===== config.mk =====
export PLATFORM = sky130hd
export DESIGN_NAME = adc_output_config_regs
export DESIGN_NICKNAME = d
export VERILOG_FILES = /design/src/adc_output_config_regs.v /design/src/clock_phase_select.v
export VERILOG_INCLUDE_DIRS = /design/src
export SDC_FILE = /design/constraint.sdc
export NUM_CORES = 1
export LEC_CHECK = 0
export ABC_CLOCK_PERIOD_IN_PS = 6300
export BUFFER_PORTS_ARGS = -buffer_cell sky130_fd_sc_hd__buf_2
export CAP_MARGIN = 20
export CORE_ASPECT_RATIO = 1.25
export CORE_MARGIN = 4
export CORE_UTILIZATION = 31
export CTS_CLUSTER_DIAMETER = 50
export DETAILED_ROUTE_END_ITERATION = 8
export PLACE_DENSITY = 0.52
export SETUP_SLACK_MARGIN = 0.4
export SLEW_MARGIN = 20
export SYNTH_ARGS = -nofsm -noshare
export SYNTH_HDL_FRONTEND = slang
export SYNTH_SLANG_ARGS = --single-unit

===== constraint.sdc =====
create_clock -name CLK -period 6.3 [get_ports CLK]
set_clock_uncertainty 0.15 [all_clocks]
set_input_delay 0.315 -clock CLK [delete_from_list [all_inputs] [get_ports CLK]]
set_output_delay 0.315 -clock CLK [all_outputs]
set_load 0.005 [all_outputs]

===== src/adc_out_cfg_map.vh =====
// What this block does
// - Setting bit 0 of self-test control starts self-test; bit 2 re-initialises it.
// - Per-channel eight-bit twos complement offset trim, +127 to -128, resets to zero.
// - Format field 00 offset binary, 01 twos complement; invert bit flips output data.
// - Two-bit output standard field: 00 gives 3.3 V, 10 gives 1.8 V.
// - Two-bit drive fields for data and clock per supply; one to four stripes; reset 0x22.
// - Three-bit phase field delays output clock by 0 to 7 input clock cycles.
// - Phase picks divider output phase for the output clock; sampling is untouched.
// - Enabled fine delay on data and/or clock, codes 0..7 give 0.56 to 4.48 ns.
// - Low byte of first user test pattern held in its own register, reset zero.
`ifndef ADC_OUT_CFG_MAP_VH
`define ADC_OUT_CFG_MAP_VH
// ----------------------------------------
// Register offsets
// ----------------------------------------
`define OFS_SELF_TEST 8'h0E
`define OFS_OFFSET_TRIM 8'h10
`define OFS_FORMAT 8'h14
`define OFS_DRIVE 8'h15
`define OFS_PHASE 8'h16
`define OFS_FINE_DELAY 8'h17
`define OFS_PATTERN_ONE_LOW 8'h19
// ----------------------------------------
// Reset values
// ----------------------------------------
`define RST_SELF_TEST 8'h00
`define RST_OFFSET_TRIM 8'h00
`define RST_FORMAT 8'h00
`define RST_DRIVE 8'h22
`define RST_PHASE 8'h00
`define RST_FINE_DELAY 8'h00
`define RST_PATTERN_ONE_LOW 8'h00
// ----------------------------------------
// Field positions
// ----------------------------------------
`define BIT_SELF_TEST_START 0
`define BIT_SELF_TEST_REINIT 2
`define FLD_FMT_CODE 1:0
`define BIT_INVERT 2
`define FLD_STANDARD 7:6
`define FLD_DATA_DRV_18 1:0
`define FLD_DATA_DRV_33 3:2
`define FLD_CLK_DRV_18 5:4
`define FLD_CLK_DRV_33 7:6
`define FLD_PHASE 2:0
`define BIT_CLK_POLARITY 7
`define FLD_DELAY_CODE 2:0
`define BIT_DATA_DELAY_EN 5
`define BIT_CLK_DELAY_EN 7
// ----------------------------------------
// Codes and timing
// ----------------------------------------
`define FMT_OFFSET_BINARY 2'h0
`define FMT_TWOS 2'h1
`define STD_33V 2'h0
`define STD_18V 2'h2
`define DELAY_STEP_PS 16'h0230
`endif


===== src/adc_output_config_regs.v =====
`timescale 1ns/1ns
`include "adc_out_cfg_map.vh"
module adc_output_config_regs #(
    parameter SAMPLE_WIDTH = 14
) (
    input wire CLK,
    input wire RST,
    input wire REG_WRITE,
    input wire [7:0] REG_ADDR,
    input wire [7:0] REG_WDATA,
    output reg [7:0] REG_RDATA,
    input wire CHANNEL_SELECT,
    input wire [SAMPLE_WIDTH-1:0] SAMPLE_A,
    input wire [SAMPLE_WIDTH-1:0] SAMPLE_B,
    input wire DIVIDED_CLOCK,
    output reg [SAMPLE_WIDTH-1:0] DATA_OUT_A,
    output reg [SAMPLE_WIDTH-1:0] DATA_OUT_B,
    output wire OUTPUT_DATA_CLOCK,
    output reg BUILTIN_SELF_TEST_START,
    output reg SELF_TEST_REINIT,
    output reg OUTPUT_STANDARD_18V,
    output reg [1:0] DATA_STRIPES,
    output reg [1:0] CLOCK_STRIPES,
    output reg DATA_DELAY_ENABLE,
    output reg CLOCK_DELAY_ENABLE,
    output reg [15:0] FINE_DELAY_PS,
    output reg [7:0] PATTERN_ONE_LOW_BYTE
);
    // ----------------------------------------
    // Register storage
    // ----------------------------------------
    // Per-channel registers are indexed by the channel select
    reg [7:0] self_test_control;
    reg [7:0] offset_trim [0:1];
    reg [7:0] output_format_control [0:1];
    reg [7:0] output_drive_strength;
    reg [7:0] output_clock_phase [0:1];
    reg [7:0] output_fine_delay;
    reg [7:0] user_pattern_one_low;
    wire ch = CHANNEL_SELECT;

    // Trim, convert format, then invert
    function [SAMPLE_WIDTH-1:0] shape;
        input [SAMPLE_WIDTH-1:0] raw;
        input [7:0] trim;
        input [7:0] fmt;
        reg [SAMPLE_WIDTH-1:0] trimmed;
        begin
            trimmed = raw + {{(SAMPLE_WIDTH-8){trim[7]}}, trim};
            if (fmt[`FLD_FMT_CODE] == `FMT_TWOS)
                trimmed = {~trimmed[SAMPLE_WIDTH-1], trimmed[SAMPLE_WIDTH-2:0]};
            if (fmt[`BIT_INVERT])
                trimmed = ~trimmed;
            shape = trimmed;
        end
    endfunction

    // ----------------------------------------
    // Register writes
    // ----------------------------------------
    always @(posedge CLK) begin
        if (RST) begin
            self_test_control <= `RST_SELF_TEST;
            offset_trim[0] <= `RST_OFFSET_TRIM;
            offset_trim[1] <= `RST_OFFSET_TRIM;
            output_format_control[0] <= `RST_FORMAT;
            output_format_control[1] <= `RST_FORMAT;
            output_drive_strength <= `RST_DRIVE;
            output_clock_phase[0] <= `RST_PHASE;
            output_clock_phase[1] <= `RST_PHASE;
            output_fine_delay <= `RST_FINE_DELAY;
            user_pattern_one_low <= `RST_PATTERN_ONE_LOW;
        end else if (REG_WRITE) begin
            // Unmapped offsets fall to the default and are dropped silently
            case (REG_ADDR)
                `OFS_SELF_TEST: self_test_control <= REG_WDATA;
                `OFS_OFFSET_TRIM: offset_trim[ch] <= REG_WDATA;
                `OFS_FORMAT: output_format_control[ch] <= REG_WDATA;
                `OFS_DRIVE: output_drive_strength <= REG_WDATA;
                `OFS_PHASE: output_clock_phase[ch] <= REG_WDATA;
                `OFS_FINE_DELAY: output_fine_delay <= REG_WDATA;
                `OFS_PATTERN_ONE_LOW: user_pattern_one_low <= REG_WDATA;
                default: ;
            endcase
        end
    end

    // ----------------------------------------
    // Read-back
    // ----------------------------------------
    always @* begin
        case (REG_ADDR)
            `OFS_SELF_TEST: REG_RDATA = self_test_control;
            `OFS_OFFSET_TRIM: REG_RDATA = offset_trim[ch];
            `OFS_FORMAT: REG_RDATA = output_format_control[ch];
            `OFS_DRIVE: REG_RDATA = output_drive_strength;
            `OFS_PHASE: REG_RDATA = output_clock_phase[ch];
            `OFS_FINE_DELAY: REG_RDATA = output_fine_delay;
            `OFS_PATTERN_ONE_LOW: REG_RDATA = user_pattern_one_low;
            // Unmapped offsets read as zero
            default: REG_RDATA = 8'h00;
        endcase
    end

    // ----------------------------------------
    // Output decode helpers
    // ----------------------------------------
    // Only the pair of stripe codes for the live supply reaches the drivers
    function [1:0] pick_stripes;
        input low_supply;
        input [1:0] code_18;
        input [1:0] code_33;
        begin
            if (low_supply)
                pick_stripes = code_18;
            else
                pick_stripes = code_33;
        end
    endfunction

    // One step more than the code, so code 0 is still one step of delay
    function [15:0] delay_ps;
        input [2:0] code;
        begin
            delay_ps = ({13'h0000, code} + 16'h0001) * `DELAY_STEP_PS;
        end
    endfunction

    // ----------------------------------------
    // Next values of the outputs
    // ----------------------------------------
    reg [SAMPLE_WIDTH-1:0] next_data_out_a;
    reg [SAMPLE_WIDTH-1:0] next_data_out_b;
    reg next_self_test_start;
    reg next_self_test_reinit;
    reg next_standard_18v;
    reg [1:0] next_data_stripes;
    reg [1:0] next_clock_stripes;
    reg next_data_delay_enable;
    reg next_clock_delay_enable;
    reg [15:0] next_fine_delay_ps;
    reg [7:0] next_pattern_one_low_byte;

    always @* begin
        // Both channels share one path; only their stored trim and format differ
        next_data_out_a = shape(SAMPLE_A, offset_trim[0], output_format_control[0]);
        next_data_out_b = shape(SAMPLE_B, offset_trim[1], output_format_control[1]);
        // Levels, not pulses: the self-test engine decides when a run is over
        next_self_test_start = self_test_control[`BIT_SELF_TEST_START];
        next_self_test_reinit = self_test_control[`BIT_SELF_TEST_REINIT];
        // Only code 10 selects the low supply; other codes fall back to 3.3 V
        next_standard_18v = (output_format_control[0][`FLD_STANDARD] == `STD_18V);
        // Stripe count minus one follows the active supply level
        next_data_stripes = pick_stripes(next_standard_18v, output_drive_strength[`FLD_DATA_DRV_18],
            output_drive_strength[`FLD_DATA_DRV_33]);
        next_clock_stripes = pick_stripes(next_standard_18v, output_drive_strength[`FLD_CLK_DRV_18],
            output_drive_strength[`FLD_CLK_DRV_33]);
        // Enables are passed on as stored and the code is turned into picoseconds; the pads apply the delay
        next_data_delay_enable = output_fine_delay[`BIT_DATA_DELAY_EN];
        next_clock_delay_enable = output_fine_delay[`BIT_CLK_DELAY_EN];
        next_fine_delay_ps = delay_ps(output_fine_delay[`FLD_DELAY_CODE]);
        next_pattern_one_low_byte = user_pattern_one_low;
    end

    // ----------------------------------------
    // Sample outputs
    // ----------------------------------------
    always @(posedge CLK) begin
        if (RST) begin
            DATA_OUT_A <= {SAMPLE_WIDTH{1'b0}};
            DATA_OUT_B <= {SAMPLE_WIDTH{1'b0}};
        end else begin
            DATA_OUT_A <= next_data_out_a;
            DATA_OUT_B <= next_data_out_b;
        end
    end

    // ----------------------------------------
    // Configuration outputs
    // ----------------------------------------
    // Registered so the pads see one clean change per write, never a decode glitch
    always @(posedge CLK) begin
        if (RST) begin
            BUILTIN_SELF_TEST_START <= 1'b0;
            SELF_TEST_REINIT <= 1'b0;
            OUTPUT_STANDARD_18V <= 1'b0;
            DATA_STRIPES <= 2'h0;
            CLOCK_STRIPES <= 2'h0;
            DATA_DELAY_ENABLE <= 1'b0;
            CLOCK_DELAY_ENABLE <= 1'b0;
            FINE_DELAY_PS <= 16'h0000;
            PATTERN_ONE_LOW_BYTE <= 8'h00;
        end else begin
            BUILTIN_SELF_TEST_START <= next_self_test_start;
            SELF_TEST_REINIT <= next_self_test_reinit;
            OUTPUT_STANDARD_18V <= next_standard_18v;
            DATA_STRIPES <= next_data_stripes;
            CLOCK_STRIPES <= next_clock_stripes;
            DATA_DELAY_ENABLE <= next_data_delay_enable;
            CLOCK_DELAY_ENABLE <= next_clock_delay_enable;
            FINE_DELAY_PS <= next_fine_delay_ps;
            PATTERN_ONE_LOW_BYTE <= next_pattern_one_low_byte;
        end
    end

    // ----------------------------------------
    // Output clock phase
    // ----------------------------------------
    // Phase and polarity come from channel A; channel B copies are stored and read back only
    // Sample path above never looks at the phase, so internal latching is unaffected
    clock_phase_select #(
        .DEPTH(8)
    ) phase_sel (
        .CLK(CLK),
        .RST(RST),
        .div_clk(DIVIDED_CLOCK),
        .phase(output_clock_phase[0][`FLD_PHASE]),
        .invert(output_clock_phase[0][`BIT_CLK_POLARITY]),
        .out_clk(OUTPUT_DATA_CLOCK)
    );
endmodule


===== src/clock_phase_select.v =====
`timescale 1ns/1ns
// Picks one of eight phases of the divided clock by delaying it whole cycles
module clock_phase_select #(
    parameter DEPTH = 8
) (
    input wire CLK,
    input wire RST,
    input wire div_clk,
    input wire [2:0] phase,
    input wire invert,
    output reg out_clk
);
    // The undelayed phase needs no tap, so one flop fewer than phases
    reg [DEPTH-2:0] taps;

    always @(posedge CLK) begin
        if (RST) begin
            taps <= {(DEPTH-1){1'b0}};
            out_clk <= 1'b0;
        end else begin
            taps <= {taps[DEPTH-3:0], div_clk};
            // Phase 0 takes the undelayed clock
            out_clk <= ((phase == 3'h0) ? div_clk : taps[phase - 3'h1]) ^ invert;
        end
    end
endmodule


==> flow_summary_export.csv, run 1 <==
group,metric,value,unit
placement,place_area,0.00810,mm2
flow_run,cap_violations,0,
synth,avgSynthCellArea,10.3,um2
power_and_ir_drop,p_leak,3.65,nW
critical_path,path_max_fanout,15,
min_path,min_to,"DATA_OUT_A[0]",
floorplanning,pin_count,119,
synth,synth_edf_count,48,
global_route,grt_pass1_vias,5198,
sta,hold_slack,0.136,ns
floorplanning,rows,62,
sta,finalSetupTns,0,ns
clock_network,cts_root_buf,"clkbuf_16",
critical_path,arrival,2.54,ns
route,wl,18600,um
global_route,grtUsageTotal,0.141,
layout,num-fill-cells,2322,
min_path,hold_path.class,"in2reg",
critical_path,crit-reg2reg-launch,"output_fine_delay[0]",
critical_path,r2r_slack,3.63,ns
layout,syn2layout_area_growth,19.1,%
route,dr.first_iter.drc_count,284,
clock_network,postCtsSetupRepairBufs,0,
placement,place_hpwl,13400,um
critical_path,ff2ff_path_depth,10,
critical_path,rr_endpoint,"FINE_DELAY_PS[11]",
placement,dp.cells,1075,
sta,rsz0062_at_grt,"false",
global_route,grt_antenna_before_repair,0,
clock_network,cts_resized,0,
sta,min_period,3.01,ns
route,firstDrtPassIters,4,
layout,multi_input_area,0.00373,mm2
sta,worst_pin_slew,1.07,ns
power_and_ir_drop,peakVddDrop,0.179,mV
sta,max-slew-margin-rel,0.278,
power_and_ir_drop,p_per_area,273,mW/mm2
synth,yosys_warnings,0,
floorplanning,coreArea,0.0232,mm2
synth,async_reset_ff_frac,0,
synth,yosysUniqueCellTypes,50,
route,via_per_inst,4.71,
layout,instances_no_fill,1109,
layout,drive_gt1_frac,0.212,
floorplanning,die_w,146,um
layout,final_nets,900,
synth,syn_area,0.00735,mm2
floorplanning,die_height,180,um
synth,synth-seq-cells,143,
critical_path,worst_setup_path_end_kind,"primary output",
sta,drv_slew,0,
run_status,status,"finished clean",
clock_network,cts_buffers,17,
route,post_drt_wl_per_cell,16.7,um
sta,hold_viol,0,
route,ant_nets,0,
synth,ys_seq_area_frac,0.455,
critical_path,crit_type,"reg2out",
clock_network,cts_tree,"yes",
clock_network,cts-htree-levels,4,
sta,fmaxAchievable,332,MHz
floorplanning,initial_core_util,0.317,
route,vias,5228,
layout,design_area,0.00875,mm2
layout,utilization,0.377,
critical_path,critical_path_required,5.83,ns
global_route,grt_max_degree,53,
min_path,worstHoldPathCells,4,
clock_network,path_clk_slew,0.06,ns
critical_path,start_kind,"flip-flop",
clock_network,clock_latency,0.42,ns
sta,fin_crit_sh,0.478,
global_route,grt_overflow,0,
placement,numPortBuffers,112,
layout,seq_area,0.00334,mm2
clock_network,cts.sinks,143,
floorplanning,dieArea,0.0263,mm2
clock_network,cts_buffer_depth,2,
synth,netlist_instances,717,
route,drc,0,
min_path,hold_path_startpoint,"SAMPLE_A[0]",
sta,finalSetupViolCount,0,
layout,n_antenna_cell,0,
synth,synthFlopType,"dfxtp_1",
global_route,grt_pass1_wl,29200,um
placement,gp_congestion,0.808,
## flip-flops by register name, summed over array words and instances, names as in the netlist, 2 cells and up
name                       count
offset_trim                   16
output_clock_phase            16
output_format_control         16
DATA_OUT_A                    14
DATA_OUT_B                    14
FINE_DELAY_PS                 10
PATTERN_ONE_LOW_BYTE           8
next_pattern_one_low_byte      8
output_drive_strength          8
output_fine_delay              8
self_test_control              8
phase_sel.taps                 7
CLOCK_STRIPES                  2
DATA_STRIPES                   2
## synthesized netlist by cell type (12+ instances only)
cell | n | area (um2)
dfxtp_1 | 95 | 1900
nor2_1 | 75 | 282
and2_1 | 51 | 319
edfxtp_1 | 48 | 1440
mux2i_1 | 45 | 450
xnor2_1 | 45 | 394
ha_1 | 41 | 513
nand2_1 | 35 | 131
clkbuf_1 | 32 | 120
nor2b_1 | 29 | 181
o21ai_0 | 25 | 125
a21oi_1 | 20 | 100
inv_1 | 20 | 75.1
a31oi_1 | 12 | 75.1
xor2_1 | 12 | 105
## critical path, cell delays in order (launching register included)
cell	delay (ns)
edfxtp_1	0.75
mux4_2	0.65
nor2b_1	0.15
a31oi_1	0.21
o221ai_1	0.19
buf_2	0.17
## area by class of cell
type	count	area share
Tap cell	288	0.0412
Inverter	20	0.00858
Clock buffer	26	0.0666
Clock inverter	6	0.00686
Sequential cell	143	0.382
Multi-Input combinational cell	509	0.427
Timing Repair Buffer	117	0.0683
## per-stage QoR
stage	total power, W	setup WS, ns
2_1_floorplan	0.00125	3.32
3_3_place_gp	0.00135	2.78
3_5_place_dp	0.00135	2.73
4_1_cts	0.00243	3.17
5_1_grt	0.00250	3.23
6_report	0.00239	3.29
## how the worst max path moves through the flow
stage | end | slack (ns) | from
after floorplan | offset_trim[0][0] | 3.32 | REG_ADDR[5]
after global placement | offset_trim[0][0] | 2.78 | REG_ADDR[5]
after detailed placement | offset_trim[0][2] | 2.73 | REG_ADDR[5]
after CTS | offset_trim[0][5] | 3.17 | REG_ADDR[5]
after global routing | REG_RDATA[2] | 3.23 | output_format_control[1][2]
final | REG_RDATA[2] | 3.29 | output_format_control[1][2]
## power breakdown
part	switching (W)	leakage [nW]	internal, W	total (W)
combinational	0.000167	2.10	0.000140	0.000308
clock	0.000385	0.321	0.000678	0.00106
sequential	0.0000227	1.23	0.00100	0.00102
## layer usage
layer,global-route usage,routed length (um)
met5,0,0
met4,0.0414,233
met3,0.0319,879
met2,0.243,9460
met1,0.177,8000
## layout by cell type, fill, tap and decap left out, types with 3 or more instances in the layout
cell,Yosys,layout
clkbuf_16,0,20
buf_4,6,3
o221ai_1,8,8
mux2_2,5,5
buf_2,6,112
or2_2,3,3
and3_1,6,6
inv_1,20,20
o211ai_1,5,5
mux2i_1,45,45
o21a_1,3,3
dfxtp_1,95,95
nor2_1,75,75
mux4_2,10,10
nor2_4,3,3
conb_1,1,6
o21ai_0,25,24
o21bai_1,3,3
and2_1,51,51
a21oi_1,20,20
nor4_1,3,3
nand3_1,9,9
xor2_1,12,12
nand2b_1,7,7
edfxtp_1,48,48
a21o_1,10,10
clkbuf_8,0,6
nand4_1,6,6
nor2b_1,29,29
nand2_1,35,35
a22oi_1,9,9
nor3_1,4,4
a31oi_1,12,12
ha_1,41,41
xnor2_1,45,45
## timing repair
item | CTS | global route
endpoints found under the setup margin | 0 | 0
hold buffers | 1 | 0
hold endpoints to repair | 1 | 0
## cells by family (layout without fill, tap and decap cells)
group | count (synthesis) | count (layout) | share of synthesized area
DFF | 143 | 143 | 0.455
AOI/OAI and AO/OA | 103 | 103 | 0.0904
xor gates and xnor gates | 57 | 57 | 0.0679
other | 1 | 6 | 0.000510
buffers and inverters | 70 | 169 | 0.0398
muxes | 60 | 60 | 0.0996
adders and majority gates | 43 | 43 | 0.0752
and+or+nand+nor | 240 | 240 | 0.172
Note: power is estimated with default switching activity, not from simulation.
==> inputs of run 2 (changes only) <==
- ABC_CLOCK_PERIOD_IN_PS: 6300 -> 2800
- clock period: 6.3 -> 2.8 ns (I/O delays scaled with it)
==> run 2 against run 1 <==
Compared with the run above:
- sequential power up 120%
- critical path type unchanged
- non-clock buffer count is 29 higher
- routed wire length down 1.2%
- register-to-register slack lost 3.2 ns
- largest cell class unchanged
- sequential share of layout area shrank 1.2 points
==> flow_summary_export.csv, run 2 (synthesis gave the netlist of run 1 again) <==
group,metric,value,unit
critical_path,worst_setup_path_end_kind,"primary output",
sta,fmaxAchievable,425,MHz
floorplanning,rows,62,
sta,finalSetupTns,0,ns
layout,syn2layout_area_growth,22.8,%
floorplanning,coreArea,0.0232,mm2
min_path,hold_path.class,"in2reg",
placement,place_hpwl,13400,um
route,via_per_inst,4.77,
power_and_ir_drop,comb_power_share,0.144,
clock_network,cts_root_buf,"clkbuf_16",
global_route,grt_max_degree,70,
power_and_ir_drop,p_per_area,577,mW/mm2
run_status,status,"finished clean",
layout,drive_gt1_frac,0.256,
sta,max-slew-margin-rel,0.524,
layout,n_antenna_cell,0,
global_route,grt_overflow,0,
floorplanning,die_w,146,um
critical_path,path_max_fanout,2,
critical_path,crit_chain,"mux4_2 > nor2b_1 > a31oi_1 > o221ai_1 > buf_2",
power_and_ir_drop,peakVddDrop,0.374,mV
floorplanning,pin_count,119,
power_and_ir_drop,p_clk_frac,0.417,
power_and_ir_drop,p_leak,3.76,nW
layout,num-fill-cells,2354,
route,wl,18400,um
placement,dp.cells,1087,
route,ant_nets,0,
sta,rsz0062_at_grt,"true",
sta,hold_viol,0,
clock_network,cts.sinks,143,
flow_run,cap_violations,0,
sta,fin_crit_sh,0.841,
critical_path,critical_path_buf_inv_count,1,
layout,instances_no_fill,1138,
critical_path,cp_slowest_cell,"mux4_2",
layout,final_nets,929,
power_and_ir_drop,p_switching,0.00137,W
clock_network,cts-htree-levels,4,
layout,seq_area,0.00334,mm2
global_route,grt_antenna_before_repair,0,
route,drc,0,
floorplanning,die_height,180,um
global_route,grt_pass1_vias,5408,
layout,multi_input_area,0.00385,mm2
sta,finalSetupViolCount,0,
critical_path,critical_path_required,2.51,ns
global_route,grt_pass1_wl,28900,um
power_and_ir_drop,pwr-share-seq,0.439,
placement,gp_congestion,0.818,
route,vias,5429,
critical_path,start_kind,"flip-flop",
layout,final_cell_mix,"buf_2, dfxtp_1, nor2_1",
sta,min_period,2.35,ns
route,post_drt_wl_per_cell,16.1,um
clock_network,clock_latency,0.41,ns
sta,worst_pin_slew,0.713,ns
clock_network,cts_buffers,17,
global_route,grtUsageTotal,0.139,
power_and_ir_drop,swShare,0.262,
critical_path,crit_type,"reg2out",
critical_path,arrival,2.06,ns
critical_path,critical-path-top-delay-family,"multiplexers",
clock_network,cts_tree,"yes",
route,dr.first_iter.drc_count,238,
route,firstDrtPassIters,4,
clock_network,cts_buffer_depth,2,
critical_path,critPathMaxStageDelay,0.50,ns
placement,numPortBuffers,112,
layout,layout_commonest_cell,"buf_2",
layout,reg_top3,"offset_trim x16, output_clock_phase x16, output_format_control x16",
floorplanning,initial_core_util,0.317,
power_and_ir_drop,internal_power,0.00385,W
floorplanning,dieArea,0.0263,mm2
clock_network,path_clk_slew,0.06,ns
sta,drv_slew,0,
==> run 2: routing by layer <==
layer | vias to the layer above | global-route usage | wire length (um)
li1 | 2721 | - | -
met1 | 2572 | 0.171 | 8010
met3 | 15 | 0.0319 | 859
met4 | 0 | 0.0418 | 213
met2 | 121 | 0.242 | 9270
met5 | - | 0 | 0
==> run 2: power by group through the flow <==
stage | combinational, W | sequential, W | clock, W
CTS | 0.000741 | 0.00229 | 0.00223
global route | 0.000838 | 0.00230 | 0.00231
finish | 0.000751 | 0.00229 | 0.00218
detailed placement | 0.000717 | 0.00234 | 0
global placement | 0.000716 | 0.00234 | 0
floorplan | 0.000486 | 0.00233 | 0
==> run 2: path summary, 6_finish.rpt <==
check / slack, ns / start / end / depth (start not counted)
worst max-delay path: 0.45 / offset_trim[1][5] / REG_RDATA[5] / 5
worst min-delay path: 0.01 / REG_WDATA[2] / output_drive_strength[2] / 3
worst max register to register: 0.47 / output_fine_delay[1] / FINE_DELAY_PS[11] / 10
worst min register to register: 0.31 / phase_sel.taps[5] / phase_sel.taps[6] / 1
==> run 2: per-stage QoR <==
| step | utilization | area, um2 | hold slack [ns] | power (W) | setup slack [ns] |
|---|---|---|---|---|---|
| 5_1_grt | 0.389 | 9030 | 0.0240 | 0.00545 | 0.322 |
| 3_3_place_gp | 0.354 | 8200 | 0.236 | 0.00305 | 0.266 |
| 2_1_floorplan | - | 7380 | 0.118 | 0.00282 | 0.380 |
| 4_1_cts | 0.384 | 8900 | 0.00347 | 0.00526 | 0.356 |
| 6_report | 0.389 | 9030 | 0.0117 | 0.00521 | 0.445 |
| 3_5_place_dp | 0.354 | 8200 | 0.249 | 0.00306 | 0.258 |
==> run 2: tightest hold or removal path: stages <==
cell,delay (ns)
buf_2,0.18
mux2i_1,0.15
nor2_1,0.05
==> run 2: cell type report <==
| class | instances | area share |
|---|---|---|
| clock inverter | 11 | 0.00845 |
| timing repair buffer | 146 | 0.0931 |
| multi-input combinational | 509 | 0.426 |
| inverter | 20 | 0.00831 |
| clock buffer | 21 | 0.0536 |
| sequential | 143 | 0.370 |
| tap | 288 | 0.0399 |
==> run 2: repair_timing <==
action	4_1_cts	5_1_grt
hold buffers	9	0
pin swaps	1	8
endpoints found under the hold margin	35	0
buffers inserted	5	5
endpoints found under the setup margin	7	15
gates resized for setup	2	25
==> inputs of run 3 (changes only) <==
- ABC_CLOCK_PERIOD_IN_PS: 2800 -> 1900
- PLACE_DENSITY: 0.52 -> 0.54
- clock period: 2.8 -> 1.9 ns (I/O delays scaled with it)
==> run 3 against run 2 <==
Compared with the run above:
- the flow now finishes with violations (negative hold slack, negative setup slack)
- routed wire length up 11%
- cell count is 13% higher
- critical path depth up 1
- clock power increased by 47%
- via count is 11% higher
- global-route usage grew 1.4 points
- register-to-register slack got worse by 0.85 ns
- largest cell class unchanged
==> flow_summary_export.csv, run 3 (synthesis gave the netlist of run 1 again) <==
group,metric,value,unit
run_status,status,"finished, violations left",
run_status,violations,"negative hold slack, negative setup slack",
route,wl,20400,um
clock_network,cts_buffer_depth,2,
power_and_ir_drop,p_leak,4.72,nW
sta,finalSetupViolCount,46,
sta,drv_slew,0,
global_route,grt_max_degree,97,
clock_network,hold_buffers,9,
global_route,grt_overflow,0,
critical_path,critPathMaxStageDelay,0.49,ns
layout,layout_commonest_cell,"buf_4",
critical_path,cp_slowest_cell,"mux4_2",
flow_run,cap_violations,0,
floorplanning,die_w,146,um
clock_network,path_clk_slew,0.06,ns
clock_network,cts.sinks,143,
global_route,grt_antenna_before_repair,0,
sta,fin_crit_sh,1.26,
floorplanning,initial_core_util,0.317,
global_route,grt_pass1_wl,31800,um
placement,numPortBuffers,112,
power_and_ir_drop,p_per_area,731,mW/mm2
sta,worst_slack,-0.492,ns
sta,hold_viol,2,
sta,fmaxAchievable,418,MHz
placement,place_hpwl,14400,um
layout,drive_gt1_frac,0.481,
layout,reg_top3,"offset_trim x16, output_clock_phase x16, output_format_control x16",
min_path,worstHoldPathCells,4,
sta,min_period,2.39,ns
critical_path,critical_path_required,1.65,ns
route,ant_nets,0,
sta,rsz0062_at_grt,"true",
layout,final_nets,1077,
layout,utilization,0.487,
floorplanning,coreArea,0.0232,mm2
floorplanning,pin_count,119,
placement,dp.cells,1197,
critical_path,critical_path_buf_inv_count,2,
critical_path,arrival,2.15,ns
critical_path,path_max_fanout,2,
floorplanning,rows,62,
floorplanning,dieArea,0.0263,mm2
global_route,grtUsageTotal,0.153,
floorplanning,die_height,180,um
clock_network,cts-htree-levels,4,
critical_path,worst-path-stages,6,
layout,instances_no_fill,1286,
route,vias,6027,
layout,final_cell_mix,"buf_4, buf_2, dfxtp_1",
route,firstDrtPassIters,5,
power_and_ir_drop,peakVddDrop,0.601,mV
critical_path,crit_type,"reg2out",
clock_network,cts_root_buf,"clkbuf_16",
clock_network,cts_buffers,17,
layout,n_antenna_cell,0,
min_path,hold_path.class,"in2reg",
placement,pre_cts_ws,-0.473,ns
route,dr.first_iter.drc_count,273,
layout,syn2layout_area_growth,53.7,%
route,drc,0,
critical_path,crit_chain,"buf_4 > mux4_2 > nor2b_1 > a31oi_1 > o221ai_2 > buf_2",
critical_path,start_kind,"flip-flop",
critical_path,worst_setup_path_end_kind,"primary output",
sta,hold_slack,-0.0798,ns
route,post_drt_wl_per_cell,15.8,um
global_route,grt_pass1_vias,6126,
clock_network,clock_latency,0.43,ns
critical_path,critical-path-top-delay-family,"multiplexers",
clock_network,cts_tree,"yes",
critical_path,ff2ff_path_depth,9,
placement,gp_congestion,0.800,
route,via_per_inst,4.69,
## run 3: changes by cell type in the layout (fill, tap and decap cells not counted), moves of 17 or more
cell and change:
buf_4 +103, and2_1 -17, buf_6 +35, and2_4 +17
ha_4 +27, ha_1 -25
## run 3: layout make-up
cell class                      instances  area (um2)
Clock buffer                           18         439
Sequential cell                       143        3350
Inverter                               20        75.1
Timing Repair Buffer                  294        2210
Fill cell                            2136       11900
Clock inverter                         14         119
Tap cell                              288         360
Multi-Input combinational cell        509        4740
## run 3: per-layer routing
layer | vias up | part of all wire | global-route usage
met5 | - | 0 | 0
met4 | 0 | 0.017 | 0.0536
met3 | 23 | 0.036 | 0.0287
met2 | 123 | 0.52 | 0.274
met1 | 2862 | 0.42 | 0.182
li1 | 3019 | - | -
## run 3: where the power goes
group / total, W / switching, W / internal, W
Clock: 0.00320 / 0.00146 / 0.00175
Combinational: 0.00169 / 0.000791 / 0.000901
Sequential: 0.00336 / 0.0000487 / 0.00331
## run 3: worst reg2reg max path, delay by kind of cell, from the launching register on
kind	cells	cell delay (ns)
buf+inv	2	0.30
flops	1	0.41
compound gates	4	0.65
simple gates	1	0.06
fa+ha+maj	1	0.25
mux	1	0.35
## run 3: final timing paths
kind | start | to | slack [ns]
setup / recovery | offset_trim[1][0] | REG_RDATA[0] | -0.49
hold / removal | SAMPLE_A[0] | DATA_OUT_A[0] | -0.08
setup reg to reg | offset_trim[1][7] | DATA_OUT_B[12] | -0.38
hold reg to reg | phase_sel.taps[3] | phase_sel.taps[4] | 0.31
## run 3: repair_timing
item / in CTS / in global routing
endpoints found under the hold margin: 45 / 2
buffers inserted: 32 / 15
pin swaps: 39 / 49
gates cloned: 0 / 1
endpoints found under the setup margin: 150 / 150
gates resized for setup: 76 / 78
## run 3: stage by stage
| stage | TNS [ns] | total power, W | area [um2] |
|---|---|---|---|
| after floorplan | -14.98 | 0.00425 | 7820 |
| after global placement | -28.95 | 0.00479 | 9490 |
| after detailed placement | -30.06 | 0.00480 | 9490 |
| after CTS | -7.32 | 0.00821 | 10800 |
| after global routing | -10.85 | 0.00865 | 11300 |
| final | -7.54 | 0.00825 | 11300 |
